### src/rtl/fic_pkg.sv
// Constants, message words and types for the information message handler.
// Assumes characters are 8-bit codes and every message is framed by its sender.
//
// Contract
// - Capacity query answered with capacity and count.
// - Capacity field decimal, one to ninety-nine.
// - Stored count from zero to capacity.
// - Name query opens a name listing session.
// - Session opening carries name count, 0-99.
// - Opening, then name records, then session close.
// - Name records only inside an open session.
// - One name per record, 1-16 characters.
// - Session error cause is four characters NREC.
// - Only downstream reports counter relationship.
// - Relationship refers to one reference frame.
// - Frame count of frame carrying reference data.
// - Time is null symbol start of frame.
// - Link frame count of carrying link frame.
// - Frame count field is UU:LLL, bounded.
// - Time field is HH:MM:SS:TTT, bounded.
// - Link count field UU:LLL, high and low.
// - Relationship valid only on synchronous links.
// - Message starts with command and extension words.
package fic_pkg;

	localparam int unsigned CHAR_W = 8; // Bits per character.
	localparam int unsigned HDR_LEN = 11; // Command word, space, extension word.
	localparam int unsigned HDR_W = HDR_LEN * CHAR_W;
	localparam int unsigned ARG_POS = 12; // Index of the first data character.
	localparam int unsigned RX_LEN = 28; // Longest message this block must read.
	localparam int unsigned TX_LEN = 38; // Longest message this block sends.
	localparam int unsigned RX_W = RX_LEN * CHAR_W;
	localparam int unsigned TX_W = TX_LEN * CHAR_W;
	localparam int unsigned NAME_W = 128; // Sixteen name characters.

	localparam logic [7:0] CH_SP = 8'h20; // Field separator.
	localparam logic [7:0] CH_COLON = 8'h3A; // Sub-field separator.
	localparam logic [7:0] CH_ZERO = 8'h30; // Decimal digit zero.

	localparam logic [6:0] CAP_MIN = 7'h01; // Least capacity.
	localparam logic [6:0] CAP_MAX = 7'h63; // Greatest capacity and name count.
	localparam logic [6:0] CNT_SAT = 7'h7F; // Received record counter ceiling.
	localparam logic [4:0] NAME_MIN = 5'h01; // Shortest name.
	localparam logic [4:0] NAME_MAX = 5'h10; // Longest name.
	localparam logic [4:0] UPPER_MAX = 5'h13; // Upper part of a frame count.
	localparam logic [7:0] LOWER_MAX = 8'hF9; // Lower part of a frame count.
	localparam logic [4:0] HOUR_MAX = 5'h17; // Hours.
	localparam logic [5:0] MINSEC_MAX = 6'h3B; // Minutes and seconds.
	localparam logic [9:0] MS_MAX = 10'h3E7; // Milliseconds.

	localparam logic [HDR_W-1:0] HDR_INFO_INF = "FIGINFO INF";
	localparam logic [HDR_W-1:0] HDR_INFO_DEF = "FIGINFO DEF";
	localparam logic [HDR_W-1:0] HDR_NAME_INF = "FIGNAME INF";
	localparam logic [HDR_W-1:0] HDR_NAME_DEF = "FIGNAME DEF";
	localparam logic [HDR_W-1:0] HDR_NAME_REC = "FIGNAME REC";
	localparam logic [HDR_W-1:0] HDR_NAME_END = "FIGNAME END";
	localparam logic [HDR_W-1:0] HDR_NAME_ERR = "FIGNAME ERR";
	localparam logic [HDR_W-1:0] HDR_CNT_INF = "COUNTER INF";
	localparam logic [HDR_W-1:0] HDR_CNT_DEF = "COUNTER DEF";
	localparam logic [31:0] CAUSE_NREC = "NREC";

	localparam logic [5:0] LEN_INFO_DEF = 6'h11; // 17 characters.
	localparam logic [5:0] LEN_NAME_DEF = 6'h0E; // 14 characters.
	localparam logic [5:0] LEN_REC_HDR = 6'h0C; // 12 characters before the name.
	localparam logic [5:0] LEN_END = 6'h0B; // 11 characters.
	localparam logic [5:0] LEN_ERR = 6'h10; // 16 characters.
	localparam logic [5:0] LEN_CNT_DEF = 6'h26; // 38 characters.

	// Main control states.
	typedef enum logic {
		FIC_ST_IDLE = 1'b0,
		FIC_ST_NAMES = 1'b1
	} fic_state_t;

endpackage : fic_pkg

### src/rtl/fic_tx_if.sv
// Interface between the message builder and the character serialiser.
// Assumes both ends run on the same clock.
`timescale 1ns/1ps
interface fic_tx_if;
	import fic_pkg::*;
	logic load; // One-cycle request to send text.
	logic [TX_W-1:0] text; // Message, first character in the top byte.
	logic [5:0] len; // Number of characters to send.
	logic busy; // Serialiser still holds a message.
	modport ctl (output load, output text, output len, input busy);
	modport ser (input load, input text, input len, output busy);
endinterface : fic_tx_if

### src/rtl/fic_tx_ser.sv
// Character serialiser: shifts a loaded message out one character per accept.
// Assumes the loader only loads while busy is low.
`timescale 1ns/1ps
module fic_tx_ser (
	input wire logic i_clk_sys,
	input wire logic i_rst_n,
	fic_tx_if.ser tx,
	output logic o_tx_valid,
	output logic [7:0] o_tx_char,
	output logic o_tx_last,
	input wire logic i_tx_ready
);
	import fic_pkg::*;

	// Whole state of the serialiser.
	typedef struct packed {
		logic busy;
		logic [TX_W-1:0] sh;
		logic [5:0] rem;
		logic last;
	} fic_ser_st_t;

	fic_ser_st_t q;
	fic_ser_st_t d;

	// Load latches the text; each accepted character shifts the next one up.
	always_comb begin
		d = q;
		if (!q.busy && tx.load) begin
			d.busy = 1'b1;
			d.sh = tx.text;
			d.rem = tx.len;
			d.last = (tx.len == 6'h01);
		end else if (q.busy && i_tx_ready) begin
			d.sh = q.sh << CHAR_W;
			d.rem = q.rem - 6'h01;
			d.last = (q.rem == 6'h02);
			d.busy = !q.last;
		end
	end

	// State register.
	always_ff @(posedge i_clk_sys or negedge i_rst_n) begin
		if (!i_rst_n) begin
			q <= '0;
		end else begin
			q <= d;
		end
	end

	assign tx.busy = q.busy;
	assign o_tx_valid = q.busy;
	assign o_tx_char = q.sh[TX_W-1 -: CHAR_W];
	assign o_tx_last = q.last;
endmodule : fic_tx_ser

### src/rtl/fic_msg_handler.sv
// Information message handler: answers capacity, name listing and counter queries,
// and checks name listing sessions opened by the remote entity.
// Assumes the receive stream, name source and frame counters share i_clk_sys.
`timescale 1ns/1ps
module fic_msg_handler (
	input wire logic i_clk_sys,
	input wire logic i_rst_n,
	input wire logic i_rx_valid,
	input wire logic [7:0] i_rx_char,
	input wire logic i_rx_last,
	output logic o_rx_ready,
	output logic o_tx_valid,
	output logic [7:0] o_tx_char,
	output logic o_tx_last,
	input wire logic i_tx_ready,
	input wire logic [6:0] i_fig_cap,
	input wire logic [6:0] i_fig_used,
	output logic [6:0] o_name_idx,
	input wire logic [fic_pkg::NAME_W-1:0] i_name_text,
	input wire logic [4:0] i_name_len,
	input wire logic i_link_sync,
	input wire logic i_ref_frame,
	input wire logic i_first_cif_only,
	input wire logic i_ref_first_cif,
	input wire logic [4:0] i_cif_hi,
	input wire logic [7:0] i_cif_lo,
	input wire logic [4:0] i_dfct_hi,
	input wire logic [7:0] i_dfct_lo,
	input wire logic [4:0] i_utc_hour,
	input wire logic [5:0] i_utc_min,
	input wire logic [5:0] i_utc_sec,
	input wire logic [9:0] i_utc_ms,
	output logic o_ref_valid,
	output logic o_nrec_err,
	output logic o_cnt_refused
);
	import fic_pkg::*;

	// Whole state of the handler.
	typedef struct packed {
		fic_state_t st; // Idle or sending a name list.
		logic rdy; // Receive stream may deliver a character.
		logic done; // A whole message waits for decoding.
		logic [5:0] rx_cnt; // Characters kept of the current message.
		logic [RX_W-1:0] rx_buf; // Received message, first character on top.
		logic [6:0] nrec; // Names announced in our own session.
		logic [6:0] idx; // Next name to send.
		logic rx_open; // Remote name session is open.
		logic [6:0] rx_exp; // Names the remote entity announced.
		logic [6:0] rx_got; // Names received so far.
		logic ref_ok; // Reference snapshot is usable.
		logic [4:0] cif_hi; // Snapshot of the frame count.
		logic [7:0] cif_lo;
		logic [4:0] dfct_hi; // Snapshot of the link frame count.
		logic [7:0] dfct_lo;
		logic [4:0] hour; // Snapshot of the null symbol time.
		logic [5:0] min;
		logic [5:0] sec;
		logic [9:0] ms;
		logic err; // Pulse: session error sent.
		logic refused; // Pulse: counter query refused.
	} fic_main_st_t;

	fic_main_st_t q;
	fic_main_st_t d;

	fic_tx_if tx ();

	logic ld; // Load the serialiser this cycle.
	logic ld_rec; // The load carries a name record.
	logic ld_cnt; // The load carries the counter report.
	logic [TX_W-1:0] txt; // Text to load.
	logic [5:0] tl; // Its length.
	logic rx_fire; // A character is accepted.
	logic [HDR_W-1:0] hdr; // Command and extension of the held message.
	logic [6:0] cap_c; // Capacity forced into its legal range.
	logic [6:0] used_c; // Stored count, never above capacity.
	logic [4:0] name_len_c; // Name length forced into its legal range.

	// Two decimal digits of a value up to 99; a leading zero keeps fields fixed width.
	function automatic logic [15:0] fic_dec2(input logic [6:0] v);
		logic [6:0] t;
		t = v / 7'h0A;
		return {CH_ZERO + 8'(t), CH_ZERO + 8'(v - t * 7'h0A)};
	endfunction : fic_dec2

	// Three decimal digits of a value up to 999.
	function automatic logic [23:0] fic_dec3(input logic [9:0] v);
		logic [9:0] h;
		logic [9:0] r;
		h = v / 10'h064;
		r = v - h * 10'h064;
		return {CH_ZERO + 8'(h), fic_dec2(7'(r))};
	endfunction : fic_dec3

	// Value of one decimal character.
	function automatic logic [6:0] fic_digit(input logic [7:0] c);
		return 7'(c - CH_ZERO);
	endfunction : fic_digit

	// Moves a short message to the top of the text word.
	function automatic logic [TX_W-1:0] fic_align(input logic [TX_W-1:0] v, input logic [5:0] n);
		return v << ((TX_LEN - int'(n)) * CHAR_W);
	endfunction : fic_align

	assign hdr = q.rx_buf[RX_W-1 -: HDR_W];
	assign rx_fire = i_rx_valid && q.rdy;

	// Clamp the reported numbers so a misbehaving store cannot send an illegal field.
	always_comb begin
		cap_c = i_fig_cap;
		if (i_fig_cap < CAP_MIN) begin
			cap_c = CAP_MIN;
		end else if (i_fig_cap > CAP_MAX) begin
			cap_c = CAP_MAX;
		end
		used_c = (i_fig_used > cap_c) ? cap_c : i_fig_used;
		name_len_c = i_name_len;
		if (i_name_len < NAME_MIN) begin
			name_len_c = NAME_MIN;
		end else if (i_name_len > NAME_MAX) begin
			name_len_c = NAME_MAX;
		end
	end

	// Next-state logic: reception, reference snapshot, decoding and sending.
	always_comb begin
		d = q;
		ld = 1'b0;
		ld_rec = 1'b0;
		ld_cnt = 1'b0;
		txt = '0;
		tl = '0;
		d.err = 1'b0;
		d.refused = 1'b0;

		// Snapshot of one reference frame; in the first-CIF modes only the first CIF counts.
		if (i_ref_frame && (!i_first_cif_only || i_ref_first_cif)) begin
			d.ref_ok = 1'b1;
			d.cif_hi = (i_cif_hi > UPPER_MAX) ? UPPER_MAX : i_cif_hi;
			d.cif_lo = (i_cif_lo > LOWER_MAX) ? LOWER_MAX : i_cif_lo;
			d.dfct_hi = (i_dfct_hi > UPPER_MAX) ? UPPER_MAX : i_dfct_hi;
			d.dfct_lo = (i_dfct_lo > LOWER_MAX) ? LOWER_MAX : i_dfct_lo;
			d.hour = (i_utc_hour > HOUR_MAX) ? HOUR_MAX : i_utc_hour;
			d.min = (i_utc_min > MINSEC_MAX) ? MINSEC_MAX : i_utc_min;
			d.sec = (i_utc_sec > MINSEC_MAX) ? MINSEC_MAX : i_utc_sec;
			d.ms = (i_utc_ms > MS_MAX) ? MS_MAX : i_utc_ms;
		end
		// Losing synchronism spoils the snapshot, even one taken this cycle.
		if (!i_link_sync) begin
			d.ref_ok = 1'b0;
		end

		// Characters past the longest known message are dropped; the header still decodes.
		if (rx_fire) begin
			if (int'(q.rx_cnt) < RX_LEN) begin
				d.rx_buf[RX_W - 1 - int'(q.rx_cnt) * CHAR_W -: CHAR_W] = i_rx_char;
				d.rx_cnt = q.rx_cnt + 6'h01;
			end
			if (i_rx_last) begin
				d.done = 1'b1;
			end
		end

		unique case (q.st)
			FIC_ST_IDLE: begin
				// Decode only when the serialiser is free, so any answer loads at once.
				if (q.done && !tx.busy) begin
					d.done = 1'b0;
					d.rx_cnt = '0;
					d.rx_buf = '0;
					if (hdr == HDR_INFO_INF) begin
						ld = 1'b1;
						txt = fic_align(TX_W'({HDR_INFO_DEF, CH_SP, fic_dec2(cap_c), CH_SP, fic_dec2(used_c)}),
							LEN_INFO_DEF);
						tl = LEN_INFO_DEF;
					end else if (hdr == HDR_NAME_INF) begin
						// Open our own session announcing every stored name.
						ld = 1'b1;
						txt = fic_align(TX_W'({HDR_NAME_DEF, CH_SP, fic_dec2(used_c)}), LEN_NAME_DEF);
						tl = LEN_NAME_DEF;
						d.nrec = used_c;
						d.idx = '0;
						d.st = FIC_ST_NAMES;
					end else if (hdr == HDR_NAME_DEF) begin
						// Remote session opens; a lone digit means a one-character count.
						d.rx_open = 1'b1;
						d.rx_got = '0;
						if (int'(q.rx_cnt) == ARG_POS + 1) begin
							d.rx_exp = fic_digit(q.rx_buf[RX_W - 1 - ARG_POS * CHAR_W -: CHAR_W]);
						end else begin
							d.rx_exp = 7'(fic_digit(q.rx_buf[RX_W - 1 - ARG_POS * CHAR_W -: CHAR_W]) * 7'h0A
								+ fic_digit(q.rx_buf[RX_W - 1 - (ARG_POS + 1) * CHAR_W -: CHAR_W]));
						end
					end else if (hdr == HDR_NAME_REC) begin
						// A record outside a session changes nothing.
						if (q.rx_open && q.rx_got != CNT_SAT) begin
							d.rx_got = q.rx_got + 7'h01;
						end
					end else if (hdr == HDR_NAME_END) begin
						if (q.rx_open) begin
							d.rx_open = 1'b0;
							if (q.rx_got != q.rx_exp) begin
								ld = 1'b1;
								txt = fic_align(TX_W'({HDR_NAME_ERR, CH_SP, CAUSE_NREC}), LEN_ERR);
								tl = LEN_ERR;
								d.err = 1'b1;
							end
						end
					end else if (hdr == HDR_CNT_INF) begin
						// The report is only meaningful on a synchronous link.
						if (q.ref_ok && i_link_sync) begin
							ld = 1'b1;
							ld_cnt = 1'b1;
							txt = {HDR_CNT_DEF, CH_SP,
								fic_dec2(7'(q.cif_hi)), CH_COLON, fic_dec3(10'(q.cif_lo)), CH_SP,
								fic_dec2(7'(q.hour)), CH_COLON, fic_dec2(7'(q.min)), CH_COLON,
								fic_dec2(7'(q.sec)), CH_COLON, fic_dec3(q.ms), CH_SP,
								fic_dec2(7'(q.dfct_hi)), CH_COLON, fic_dec3(10'(q.dfct_lo))};
							tl = LEN_CNT_DEF;
						end else begin
							d.refused = 1'b1;
						end
					end
				end
			end
			FIC_ST_NAMES: begin
				// One record per stored name, then the close; each waits for the serialiser.
				if (!tx.busy) begin
					if (q.idx == q.nrec) begin
						ld = 1'b1;
						txt = fic_align(TX_W'(HDR_NAME_END), LEN_END);
						tl = LEN_END;
						d.st = FIC_ST_IDLE;
					end else begin
						ld = 1'b1;
						ld_rec = 1'b1;
						txt = fic_align(TX_W'({HDR_NAME_REC, CH_SP, i_name_text}), LEN_REC_HDR + 6'(NAME_MAX));
						tl = LEN_REC_HDR + 6'(name_len_c);
						d.idx = q.idx + 7'h01;
					end
				end
			end
		endcase

		// Stop the stream while a message waits or a list is being sent.
		d.rdy = (d.st == FIC_ST_IDLE) && !d.done;
	end

	// State register.
	always_ff @(posedge i_clk_sys or negedge i_rst_n) begin
		if (!i_rst_n) begin
			q <= '0;
		end else begin
			q <= d;
		end
	end

	assign tx.load = ld;
	assign tx.text = txt;
	assign tx.len = tl;

	// The serialiser owns the outgoing character stream.
	fic_tx_ser u_ser (
		.i_clk_sys(i_clk_sys),
		.i_rst_n(i_rst_n),
		.tx(tx),
		.o_tx_valid(o_tx_valid),
		.o_tx_char(o_tx_char),
		.o_tx_last(o_tx_last),
		.i_tx_ready(i_tx_ready)
	);

	assign o_rx_ready = q.rdy;
	assign o_name_idx = q.idx;
	assign o_ref_valid = q.ref_ok;
	assign o_nrec_err = q.err;
	assign o_cnt_refused = q.refused;
endmodule : fic_msg_handler

### config.mk
export PLATFORM = sky130hd
export DESIGN_NAME = fic_msg_handler
export DESIGN_NICKNAME = d
export VERILOG_FILES = /design/src/rtl/fic_pkg.sv /design/src/rtl/fic_tx_if.sv /design/src/rtl/fic_tx_ser.sv /design/src/rtl/fic_msg_handler.sv
export SDC_FILE = /design/constraint.sdc
export NUM_CORES = 1
export LEC_CHECK = 0
export BUFFER_PORTS_ARGS = -buffer_cell sky130_fd_sc_hd__buf_4
export CORE_MARGIN = 3
export CORE_UTILIZATION = 30
export CTS_BUF_LIST = sky130_fd_sc_hd__clkbuf_4 sky130_fd_sc_hd__clkbuf_8 sky130_fd_sc_hd__clkbuf_16
export DETAILED_ROUTE_END_ITERATION = 8
export PLACE_DENSITY = 0.49
export SLEW_MARGIN = 40
export SYNTH_ARGS = -nofsm -noshare
export SYNTH_HDL_FRONTEND = slang
export SYNTH_SLANG_ARGS = --single-unit
export TNS_END_PERCENT = 30
### constraint.sdc
create_clock -name i_clk_sys -period 7.8 [get_ports i_clk_sys]
set_input_delay 1.56 -clock i_clk_sys [delete_from_list [all_inputs] [get_ports i_clk_sys]]
set_output_delay 1.56 -clock i_clk_sys [all_outputs]
set_load 0.01 [all_outputs]
# Word level (Yosys, flattened, before mapping)
# Cells that the tools add are included.
# op_classes
n_eq_ne	19
bitwise	4
n_mul	14
reduce_logical	22
muxes	91
addsub	46
n_shift	2
div	13
n_lt_le_gt_ge	14
# op_table
op	count
2-to-1 mux 304 bit	6
2-to-1 mux 303 bit	5
2-to-1 mux 312 bit	2
one-hot mux 304 bit (2 select lines)	1
== test 88 x 87 -> 1 bit (second input constant)	6
2-to-1 mux 260 bit	1
2-to-1 mux 238 bit	1
2-to-1 mux 237 bit	1
2-to-1 mux 231 bit	1
variable shift 8 x 34 -> 231 bit (first input constant)	1
indexed part select 8 x 34 -> 231 bit	1
2-to-1 mux 230 bit	1
bitwise mux 224 bit	1
adder 6 x 8 -> 8 bit (first input constant)	13
adder 6 x 7 -> 8 bit (first input constant)	10
2-to-1 mux 6 bit	13
multiplier 7 x 3 -> 7 bit (second input constant)	10
2-to-1 mux 7 bit	10
2-to-1 mux 54 bit	1
subtractor 7 x 8 -> 8 bit	5
divider 7 x 4 -> 7 bit (second input constant)	5
negation 32 -> 34 bit	1
multiplier 10 x 5 -> 5 bit (second input constant)	3
2-to-1 mux 5 bit	6
50 further kinds	120
# word_totals
input_bits	217
regBits	630

# Depth between registers and ports, before layout
# Gate-level depths: netlist of the first run.
# logic_depth
word_depth	17
depth_mapped	43

# Hierarchy
# A second synthesis of the first run with hierarchy kept.
# hier_totals
cells_unflattened	3484
area_unflattened_um2	30409.2
# modules_own_cells
module	area_each_um2	cells_each	n_inst	seq_area_each_um2
fic_msg_handler	17098.9	2129	1	4904.7
fic_tx_ser	13310.3	1355	1	7807.5

# Worst setup path after synthesis of the first run
# Ideal clock, no wire load.
# synth_path
path_type	input port to flip-flop
startpoint	in i_fig_cap[5]
endpoint	reg u_ser.q[206] (netlist name)
slack_ps	-541
arrival_ps	8203
n_path_buf	2
cell_stages	36
path_cell_list	clkbuf_1 or3_1 o211ai_1 ha_1 nor2b_1 o21ai_0 a21oi_1 o31ai_1 clkbuf_1 nor2_1 a21oi_1 inv_1 ha_1 a21boi_0 o22a_1 maj3_1 nor2_1 a311oi_1 ha_1 a21oi_1 o21ai_0 a21oi_1 nor3_1 inv_1 ha_1 ha_1 fa_1 ha_1 inv_1 ha_1 a21o_1 a21oi_1 xnor2_1 xnor2_1 a22oi_1 o21ai_0
# synth_between
elab_chain_len	14
# synth_rtl
item	line	text
start, declared	fic_msg_handler.sv:16	input wire logic [6:0] i_fig_cap,
> comparator 7 bit	fic_msg_handler.sv:114	end else if (i_fig_cap > CAP_MAX) begin
2-to-1 mux 7 bit	fic_msg_handler.sv:114	
2-to-1 mux 7 bit (*)	fic_msg_handler.sv:112	if (i_fig_cap < CAP_MIN) begin
> comparator 7 bit	fic_msg_handler.sv:117	used_c = (i_fig_used > cap_c) ? cap_c : i_fig_used;
2-to-1 mux 7 bit (*)	fic_msg_handler.sv:117	
via used_c[4]	fic_msg_handler.sv:77	logic [6:0] used_c;
divider 7 x 4 -> 7 bit	fic_msg_handler.sv:83	t = v / 7'h0A;
multiplier 7 x 3 -> 7 bit	fic_msg_handler.sv:84	return {CH_ZERO + 8'(t), CH_ZERO + 8'(v - t * 7'h0A)};
subtractor 7 x 8 -> 8 bit (*)	fic_msg_handler.sv:84	
adder 6 x 8 -> 8 bit (*)	fic_msg_handler.sv:84	
2-to-1 mux 304 bit (*)	fic_msg_handler.sv:177	end else if (hdr == HDR_NAME_INF) begin
2-to-1 mux 304 bit (*)	fic_msg_handler.sv:172	if (hdr == HDR_INFO_INF) begin
2-to-1 mux 304 bit (*)	fic_msg_handler.sv:168	if (q.done && !tx.busy) begin
one-hot mux 304 bit (2 select lines) (*)	fic_msg_handler.sv:165	unique case (q.st)
2-to-1 mux 312 bit (*)	fic_tx_ser.sv:29	if (!q.busy && tx.load) begin
end signal, assigned	fic_tx_ser.sv:45	q <= '0;
end signal, assigned	fic_tx_ser.sv:47	q <= d;
end, declared	fic_tx_ser.sv:23	fic_ser_st_t q;
# The timed path passes the listed nets; every way through them passes the cells marked *.
# A chain may end at the register's enable or synchronous reset.

# Worst setup path in the final report of the first run
# layout_path
startpoint	reg q[9] (netlist name)
endpoint	reg u_ser.q[70] (netlist name)
# layout_between
elab_chain_len	17
# layout_rtl
item	line	text
start, declared	fic_msg_handler.sv:64	fic_main_st_t q;
start signal, assigned	fic_msg_handler.sv:253	q <= '0;
start signal, assigned	fic_msg_handler.sv:255	q <= d;
divider 10 x 7 -> 10 bit (*)	fic_msg_handler.sv:91	h = v / 10'h064;
multiplier 10 x 5 -> 5 bit (*)	fic_msg_handler.sv:92	r = v - h * 10'h064;
subtractor 7 bit (*)	fic_msg_handler.sv:92	
divider 7 x 4 -> 7 bit	fic_msg_handler.sv:83	
multiplier 7 x 3 -> 7 bit	fic_msg_handler.sv:84	
subtractor 7 x 8 -> 8 bit (*)	fic_msg_handler.sv:84	
adder 6 x 8 -> 8 bit (*)	fic_msg_handler.sv:84	
2-to-1 mux 303 bit (*)	fic_msg_handler.sv:212	if (q.ref_ok && i_link_sync) begin
2-to-1 mux 303 bit (*)	fic_msg_handler.sv:210	end else if (hdr == HDR_CNT_INF) begin
2-to-1 mux 304 bit (*)	fic_msg_handler.sv:200	end else if (hdr == HDR_NAME_END) begin
2-to-1 mux 304 bit (*)	fic_msg_handler.sv:195	end else if (hdr == HDR_NAME_REC) begin
2-to-1 mux 304 bit (*)	fic_msg_handler.sv:185	end else if (hdr == HDR_NAME_DEF) begin
2-to-1 mux 304 bit (*)	fic_msg_handler.sv:177	
2-to-1 mux 304 bit (*)	fic_msg_handler.sv:172	
2-to-1 mux 304 bit (*)	fic_msg_handler.sv:168	
one-hot mux 304 bit (2 select lines) (*)	fic_msg_handler.sv:165	
2-to-1 mux 312 bit (*)	fic_tx_ser.sv:29	
# Mark *: on every way between the ends. The rest lies on a longest branch, timed or not.

==> results of run 1 <==
==> power groups by stage <==
| stage | sequential [W] | combinational [W] | clock, W |
|---|---|---|---|
| after CTS | 0.00412 | 0.00770 | 0.00334 |
| final | 0.00412 | 0.00801 | 0.00325 |
| after global placement | 0.00415 | 0.00761 | 0 |
| after floorplan | 0.00391 | 0.00570 | 0 |
| after global routing | 0.00423 | 0.00910 | 0.00345 |
| after detailed placement | 0.00415 | 0.00762 | 0 |
==> kinds of logic (layout without fill, tap and decap cells) <==
family | count (synthesis) | in the layout
simple gates | 1233 | 1233
compound gates | 782 | 782
flops | 508 | 508
buf+inv | 361 | 649
fa+ha+maj | 195 | 195
xor+xnor | 115 | 115
mux | 107 | 107
other cells | 0 | 4
==> worst paths after layout <==
path                                           end  depth (start not counted)
min in group asynchronous                   q[311]                          1
worst min-delay path                   u_ser.q[29]                          2
worst max-delay path                   u_ser.q[70]                         40
worst min register to register         u_ser.q[29]                          2
worst max register to register         u_ser.q[70]                         40
max in group asynchronous       u_ser.o_tx_char[5]                          4
==> placed cells by master, fill, tap and decap left out, drive strengths merged, types with 89 or more instances in the layout <==
master | synthesis | routed
o21ai | 222 | 222
nor2 | 301 | 301
a21oi | 238 | 238
dfrtp | 508 | 508
mux2i | 101 | 101
inv | 160 | 163
clkbuf | 152 | 89
buf | 47 | 375
ha | 169 | 169
nand3 | 227 | 227
nand2 | 475 | 475
==> registers in the layout, summed over array words and instances, names as in the netlist <==
register and cells:
o_ref_valid 1, u_ser.o_tx_valid 1, q 97, u_ser.o_tx_char 8, o_cnt_refused 1, hdr 88
u_ser.o_tx_last 1, u_ser.q 302, o_rx_ready 1, o_nrec_err 1, o_name_idx 7
==> timing repair <==
action	4_1_cts	5_1_grt
endpoints found under the setup margin	2	11
buffers inserted	0	15
pin swaps	1	31
resized for setup	8	49
==> metrics by stage <==
stage           util  setup TNS [ps]
2_1_floorplan      -           -82.5
3_3_place_gp   0.341            -354
3_5_place_dp   0.342            -940
4_1_cts        0.365               0
5_1_grt        0.370            -311
6_report       0.370               0
==> worst register-to-register path, delay by kind of cell (launching register included) <==
kind	cells	cell delay, ps
AO/OA/AOI/OAI	14	2660
XOR/XNOR	4	670
adder cells (fa/ha/maj)	8	2040
buffers and inverters	7	640
flip-flops	1	450
AND/OR/NAND/NOR	7	1040
==> metal layers <==
| metal | global-route usage | vias to the layer above | wire length, um |
|---|---|---|---|
| li1 | - | 12006 | - |
| met1 | 0.263 | 12006 | 45900 |
| met2 | 0.263 | 527 | 39900 |
| met3 | 0.0356 | 112 | 4680 |
| met4 | 0.0525 | 4 | 2080 |
| met5 | 0 | - | 31 |
==> synthesized netlist by cell type, drive strengths merged (11+ instances only) <==
library cell / number
dfrtp: 508
nand2: 475
nor2: 301
a21oi: 238
nand3: 227
o21ai: 222
ha: 169
inv: 160
clkbuf: 152
mux2i: 101
a22oi: 77
xnor2: 67
a21o: 54
xor2: 48
buf: 47
nor3: 34
nor2b: 25
fa: 22
o21a: 21
and2: 19
nand4: 19
and3: 18
nand2b: 16
nor4: 16
a221oi: 15
a31oi: 15
nor4b: 15
o211ai: 15
a211oi: 14
or2: 14
o22a: 13
or3: 11
==> layout make-up <==
cell class | count | area (um2) | area share
timing repair buffer | 376 | 2990 | 0.0834
sequential | 508 | 12700 | 0.355
antenna | 4 | 10.0 | 0.000279
multi-input combinational | 2432 | 15700 | 0.436
tap | 1276 | 1600 | 0.0445
clock buffer | 88 | 1910 | 0.0532
inverter | 162 | 608 | 0.0170
clock inverter | 23 | 379 | 0.0106
==> results.json, run 1 <==
{
  "grt_pass1_vias": 24375,
  "ir_drop_mv": 0.624,
  "arrival_ps": 8070,
  "setup.worst_path.start_class": "register",
  "clockRootBuffer": "clkbuf_16",
  "drv_cap": 0,
  "seqPwrFrac": 0.268,
  "crit_fanout": 7,
  "cp_data_required_time_ps": 8330,
  "drt-pass1-iter-count": 6,
  "final_nets": 3954,
  "power_w": 0.0154,
  "dpl_cell_area_um2": 33100,
  "crit_start": "q[9]",
  "yosys.area_share.simple": 0.191,
  "postRouteAntennaNets": 0,
  "drive_gt1_frac": 0.174,
  "path_buf_inv": 7,
  "final_area_um2": 35900,
  "drtIter0Drc": 1894,
  "via_per_inst": 5.06,
  "synth-compound-area-share": 0.167,
  "fmax_ghz": 0.133,
  "final_cells": 4869,
  "comb_power_share": 0.521,
  "drc": 0,
  "finalHoldViolations": 0,
  "hp-start": "u_ser.q[21]",
  "dp_slack_ps": -227,
  "clockBufferDepth": 3,
  "dp.cells": 4735,
  "crit_family": "compound AO/OA/AOI/OAI gates",
  "crit_path_end_kind": "register",
  "start_util": 0.303,
  "slew_violations": 0,
  "netlist.area_leader.share": 0.432,
  "fin_ws_ps": 259,
  "grt_usage": 0.178,
  "fillers": 9963,
  "clock_sinks": 508,
  "tritoncts": "built",
  "fin_worst_skew_ps": 40.7,
  "switching_share": 0.395,
  "p_leak_nw": 16.9,
  "syn_area_um2": 29400,
  "synth-seq-cells": 508,
  "slew_headroom": 0.458,
  "synth_edf_count": 0,
  "grt_first_pass_wirelength_um": 144000,
  "portBuffers": 237,
  "tightestPinTransition_ps": 810,
  "core-area_um2": 97000,
  "antenna_found_initial": 8,
  "synthAdderAreaFrac": 0.0882,
  "path_class": "reg -> reg",
  "place.gp.congestion": 0.833,
  "synth_area_leaders": "dfrtp_1, ha_1, nand2_1",
  "ys_warn_count": 0,
  "hpwl_um": 64400,
  "numCtsBuffers": 66,
  "p_per_area_nw_per_um2": 429,
  "ios": 238,
  "r2r-start": "q[9]",
  "dr_total_vias": 24655,
  "synthFlopType": "dfrtp_1",
  "muxShareOfSynthArea": 0.0371,
  "grt_max_degree": 216,
  "synth_cell_types": 99,
  "yosys.area.top_type": "dfrtp_1",
  "synth_nets": 3709,
  "worstHoldPathType": "reg -> reg",
  "period_share": 0.967,
  "synth_xor_area_frac": 0.0345,
  "slowest_stage": "fa_1",
  "synth_top_family_by_area": "simple AND/OR/NAND/NOR gates",
  "internal_power_w": 0.00930,
  "clkSlewWorstSetupHoldPaths_ps": 60,
  "cpPeakStageDelay_ps": 470,
  "rsz0062_at_grt": "yes",
  "grt-ovfl-total": 0,
  "area_growth_pct": 22.0,
  "setup-violations-final": 0,
  "fp.dieW_um": 319,
  "avgSynthCellArea_um2": 8.91,
  "ctsHtreeMaxLevel": 3,
  "status": "finished, final reports clean",
  "holdWs_ps": 461,
  "drt-total-wl_um": 92500,
  "syn_inst": 3301,
  "power.clock.fraction": 0.211,
  "die_h_um": 319,
  "insertion_delay_ps": 620,
  "min_period_ps": 7540,
  "r2r_slack_ps": 260,
  "cts_hold_buf": 0,
  "wl_per_cell_um": 19.0,
  "dieArea_um2": 102000,
  "crit_top_cell": "a21oi_2",
  "synth.yosys.seq_area_share": 0.432,
  "p_sw_w": 0.00608,
  "rows": 114,
  "ys_async_sr_fraction": 1.00
}
(Power assumes the default switching activity.)
==> inputs of run 2 (changes only) <==
==> constraint.sdc (replaced) <==
create_clock -name i_clk_sys -period 7.8 [get_ports i_clk_sys]
set_input_delay 0.39 -clock i_clk_sys [delete_from_list [all_inputs] [get_ports i_clk_sys]]
set_output_delay 0.39 -clock i_clk_sys [all_outputs]
set_load 0.01 [all_outputs]
==> run 2 against run 1 <==
  * Worst setup slack got worse by 21 ps
  * Register-to-register slack got worse by 20 ps
  * Design area increased by 1.9%
  * Clock power decreased by 2%
  * Non-clock buffer count increased by 69
  * Core utilization increased by 0.71 points
  * Critical endpoint unchanged
  * Largest power group unchanged
==> results.json, run 2 (synthesized netlist as in run 1, its figures left out) <==
{
  "power_w": 0.0153,
  "clockBufferDepth": 3,
  "fillers": 9821,
  "drt-pass1-iter-count": 5,
  "drive_gt1_frac": 0.158,
  "setup.worst_path.start_class": "register",
  "p_leak_nw": 17.2,
  "status": "finished, final reports clean",
  "insertion_delay_ps": 630,
  "drc": 0,
  "start_util": 0.303,
  "tightestPinTransition_ps": 841,
  "final_nets": 4023,
  "drtIter0Drc": 1607,
  "die_h_um": 319,
  "cpPeakStageDelay_ps": 500,
  "clkSlewWorstSetupHoldPaths_ps": 60,
  "layout_common_cells": "dfrtp_1, nand2_1, buf_4",
  "grt-ovfl-total": 0,
  "largest-register": "u_ser.q",
  "slowest_stage": "fa_1",
  "dieArea_um2": 102000,
  "core-area_um2": 97000,
  "hpwl_um": 64100,
  "path_class": "reg -> reg",
  "slew_headroom": 0.439,
  "ir_drop_mv": 0.529,
  "fin_ws_ps": 238,
  "final_area_um2": 36600,
  "dr_total_vias": 25240,
  "numCtsBuffers": 66,
  "crit_fanout": 5,
  "rows": 114,
  "p_per_area_nw_per_um2": 419,
  "ctsHtreeMaxLevel": 3,
  "grt_max_degree": 188,
  "fmax_ghz": 0.132,
  "clockRootBuffer": "clkbuf_16",
  "ios": 238,
  "crit_top_cell": "a21oi_2",
  "dpl_cell_area_um2": 32700,
  "min_period_ps": 7560,
  "grt_first_pass_wirelength_um": 146000,
  "grt_pass1_vias": 24821,
  "setup-violations-final": 0,
  "cp_data_required_time_ps": 8350,
  "worstHoldPathType": "in -> reg",
  "portBuffers": 237,
  "period_share": 0.969,
  "layout_commonest_cell": "dfrtp_1",
  "grt_usage": 0.180,
  "crit_path_end_kind": "register",
  "holdWs_ps": 38.5,
  "drt-total-wl_um": 93600,
  "drv_cap": 0,
  "arrival_ps": 8110,
  "rsz0062_at_grt": "yes",
  "place.gp.congestion": 0.825,
  "fp.dieW_um": 319,
  "tritoncts": "built",
  "fin_worst_skew_ps": 26.6,
  "largest_reg_flops": 302,
  "via_per_inst": 5.11,
  "wl_per_cell_um": 18.9,
  "dp_slack_ps": -178,
  "utilization": 0.377,
  "postRouteAntennaNets": 0,
  "clock_sinks": 508,
  "antenna_found_initial": 6,
  "slew_violations": 0,
  "area_growth_pct": 24.3,
  "finalHoldViolations": 0
}
run 2: changes by cell type in the layout (fill, tap and decap cells not counted), moves of 3 or more:
cell,delta
clkbuf_8,-3
ha_2,-4
buf_6,+3
clkinv_2,+5
bufinv_16,-4
dlygate4sd3_1,+107
buf_4,-37
ha_1,+6
run 2: final cells by class:
| class | instances | area, um2 | area share |
|---|---|---|---|
| diodes | 2 | 5.00 | 0.000137 |
| clock buffers | 89 | 1920 | 0.0524 |
| clock inverters | 29 | 344 | 0.00941 |
| inverters | 162 | 608 | 0.0166 |
| multi-input cells | 2432 | 15600 | 0.427 |
| flip-flops and latches | 508 | 12700 | 0.348 |
| well taps | 1276 | 1600 | 0.0437 |
| repair buffers | 445 | 3760 | 0.103 |
run 2: power breakdown:
group          internal, W  switching [W]
sequential         0.00352       0.000621
clock              0.00193        0.00124
combinational      0.00374        0.00428
run 2: what timing repair did:
| action | in CTS | in global routing |
|---|---|---|
| pin swaps | 1 | 34 |
| endpoints found under the hold margin | 199 | 0 |
| setup endpoints to repair | 2 | 5 |
| resized for setup | 6 | 60 |
| hold buffers | 107 | 0 |
| buffers inserted | 0 | 13 |
run 2: path summary, 6_finish.rpt:
kind | startpoint | to | slack (ps) | cells past startpoint
max in group asynchronous | i_rst_n | hdr[53] | 5570 | 5
worst max-delay path | q[8] | u_ser.q[70] | 240 | 40
worst min-delay path | i_name_text[110] | u_ser.q[197] | 40 | 3
min in group asynchronous | i_rst_n | o_name_idx[6] | 240 | 2
worst max register to register | q[8] | u_ser.q[70] | 240 | 40
worst min register to register | u_ser.q[17] | u_ser.q[25] | 460 | 2
run 2: through the flow:
stage / setup TNS (ps) / instances
after floorplan: 0 / 3301
after global placement: -99.5 / 4700
after detailed placement: -178 / 4700
after CTS: 0 / 4925
after global routing: -259 / 4941
final: 0 / 4943
run 2: metal layers:
layer / wire, um / global-route usage / vias to the layer above
met5: 21 / 0 / -
met4: 1760 / 0.0471 / 4
met3: 4520 / 0.0275 / 105
met2: 41700 / 0.278 / 538
met1: 45600 / 0.262 / 12437
li1: - / - / 12156
run 2: worst max-delay path: cells and delay by family (launching register included):
family / cells / cell delay, ps
xor gates and xnor gates: 4 / 720
buffers and inverters: 6 / 440
adders and majority gates: 8 / 2130
DFF: 1 / 420
and+or+nand+nor: 8 / 1440
AOI/OAI and AO/OA: 14 / 2340
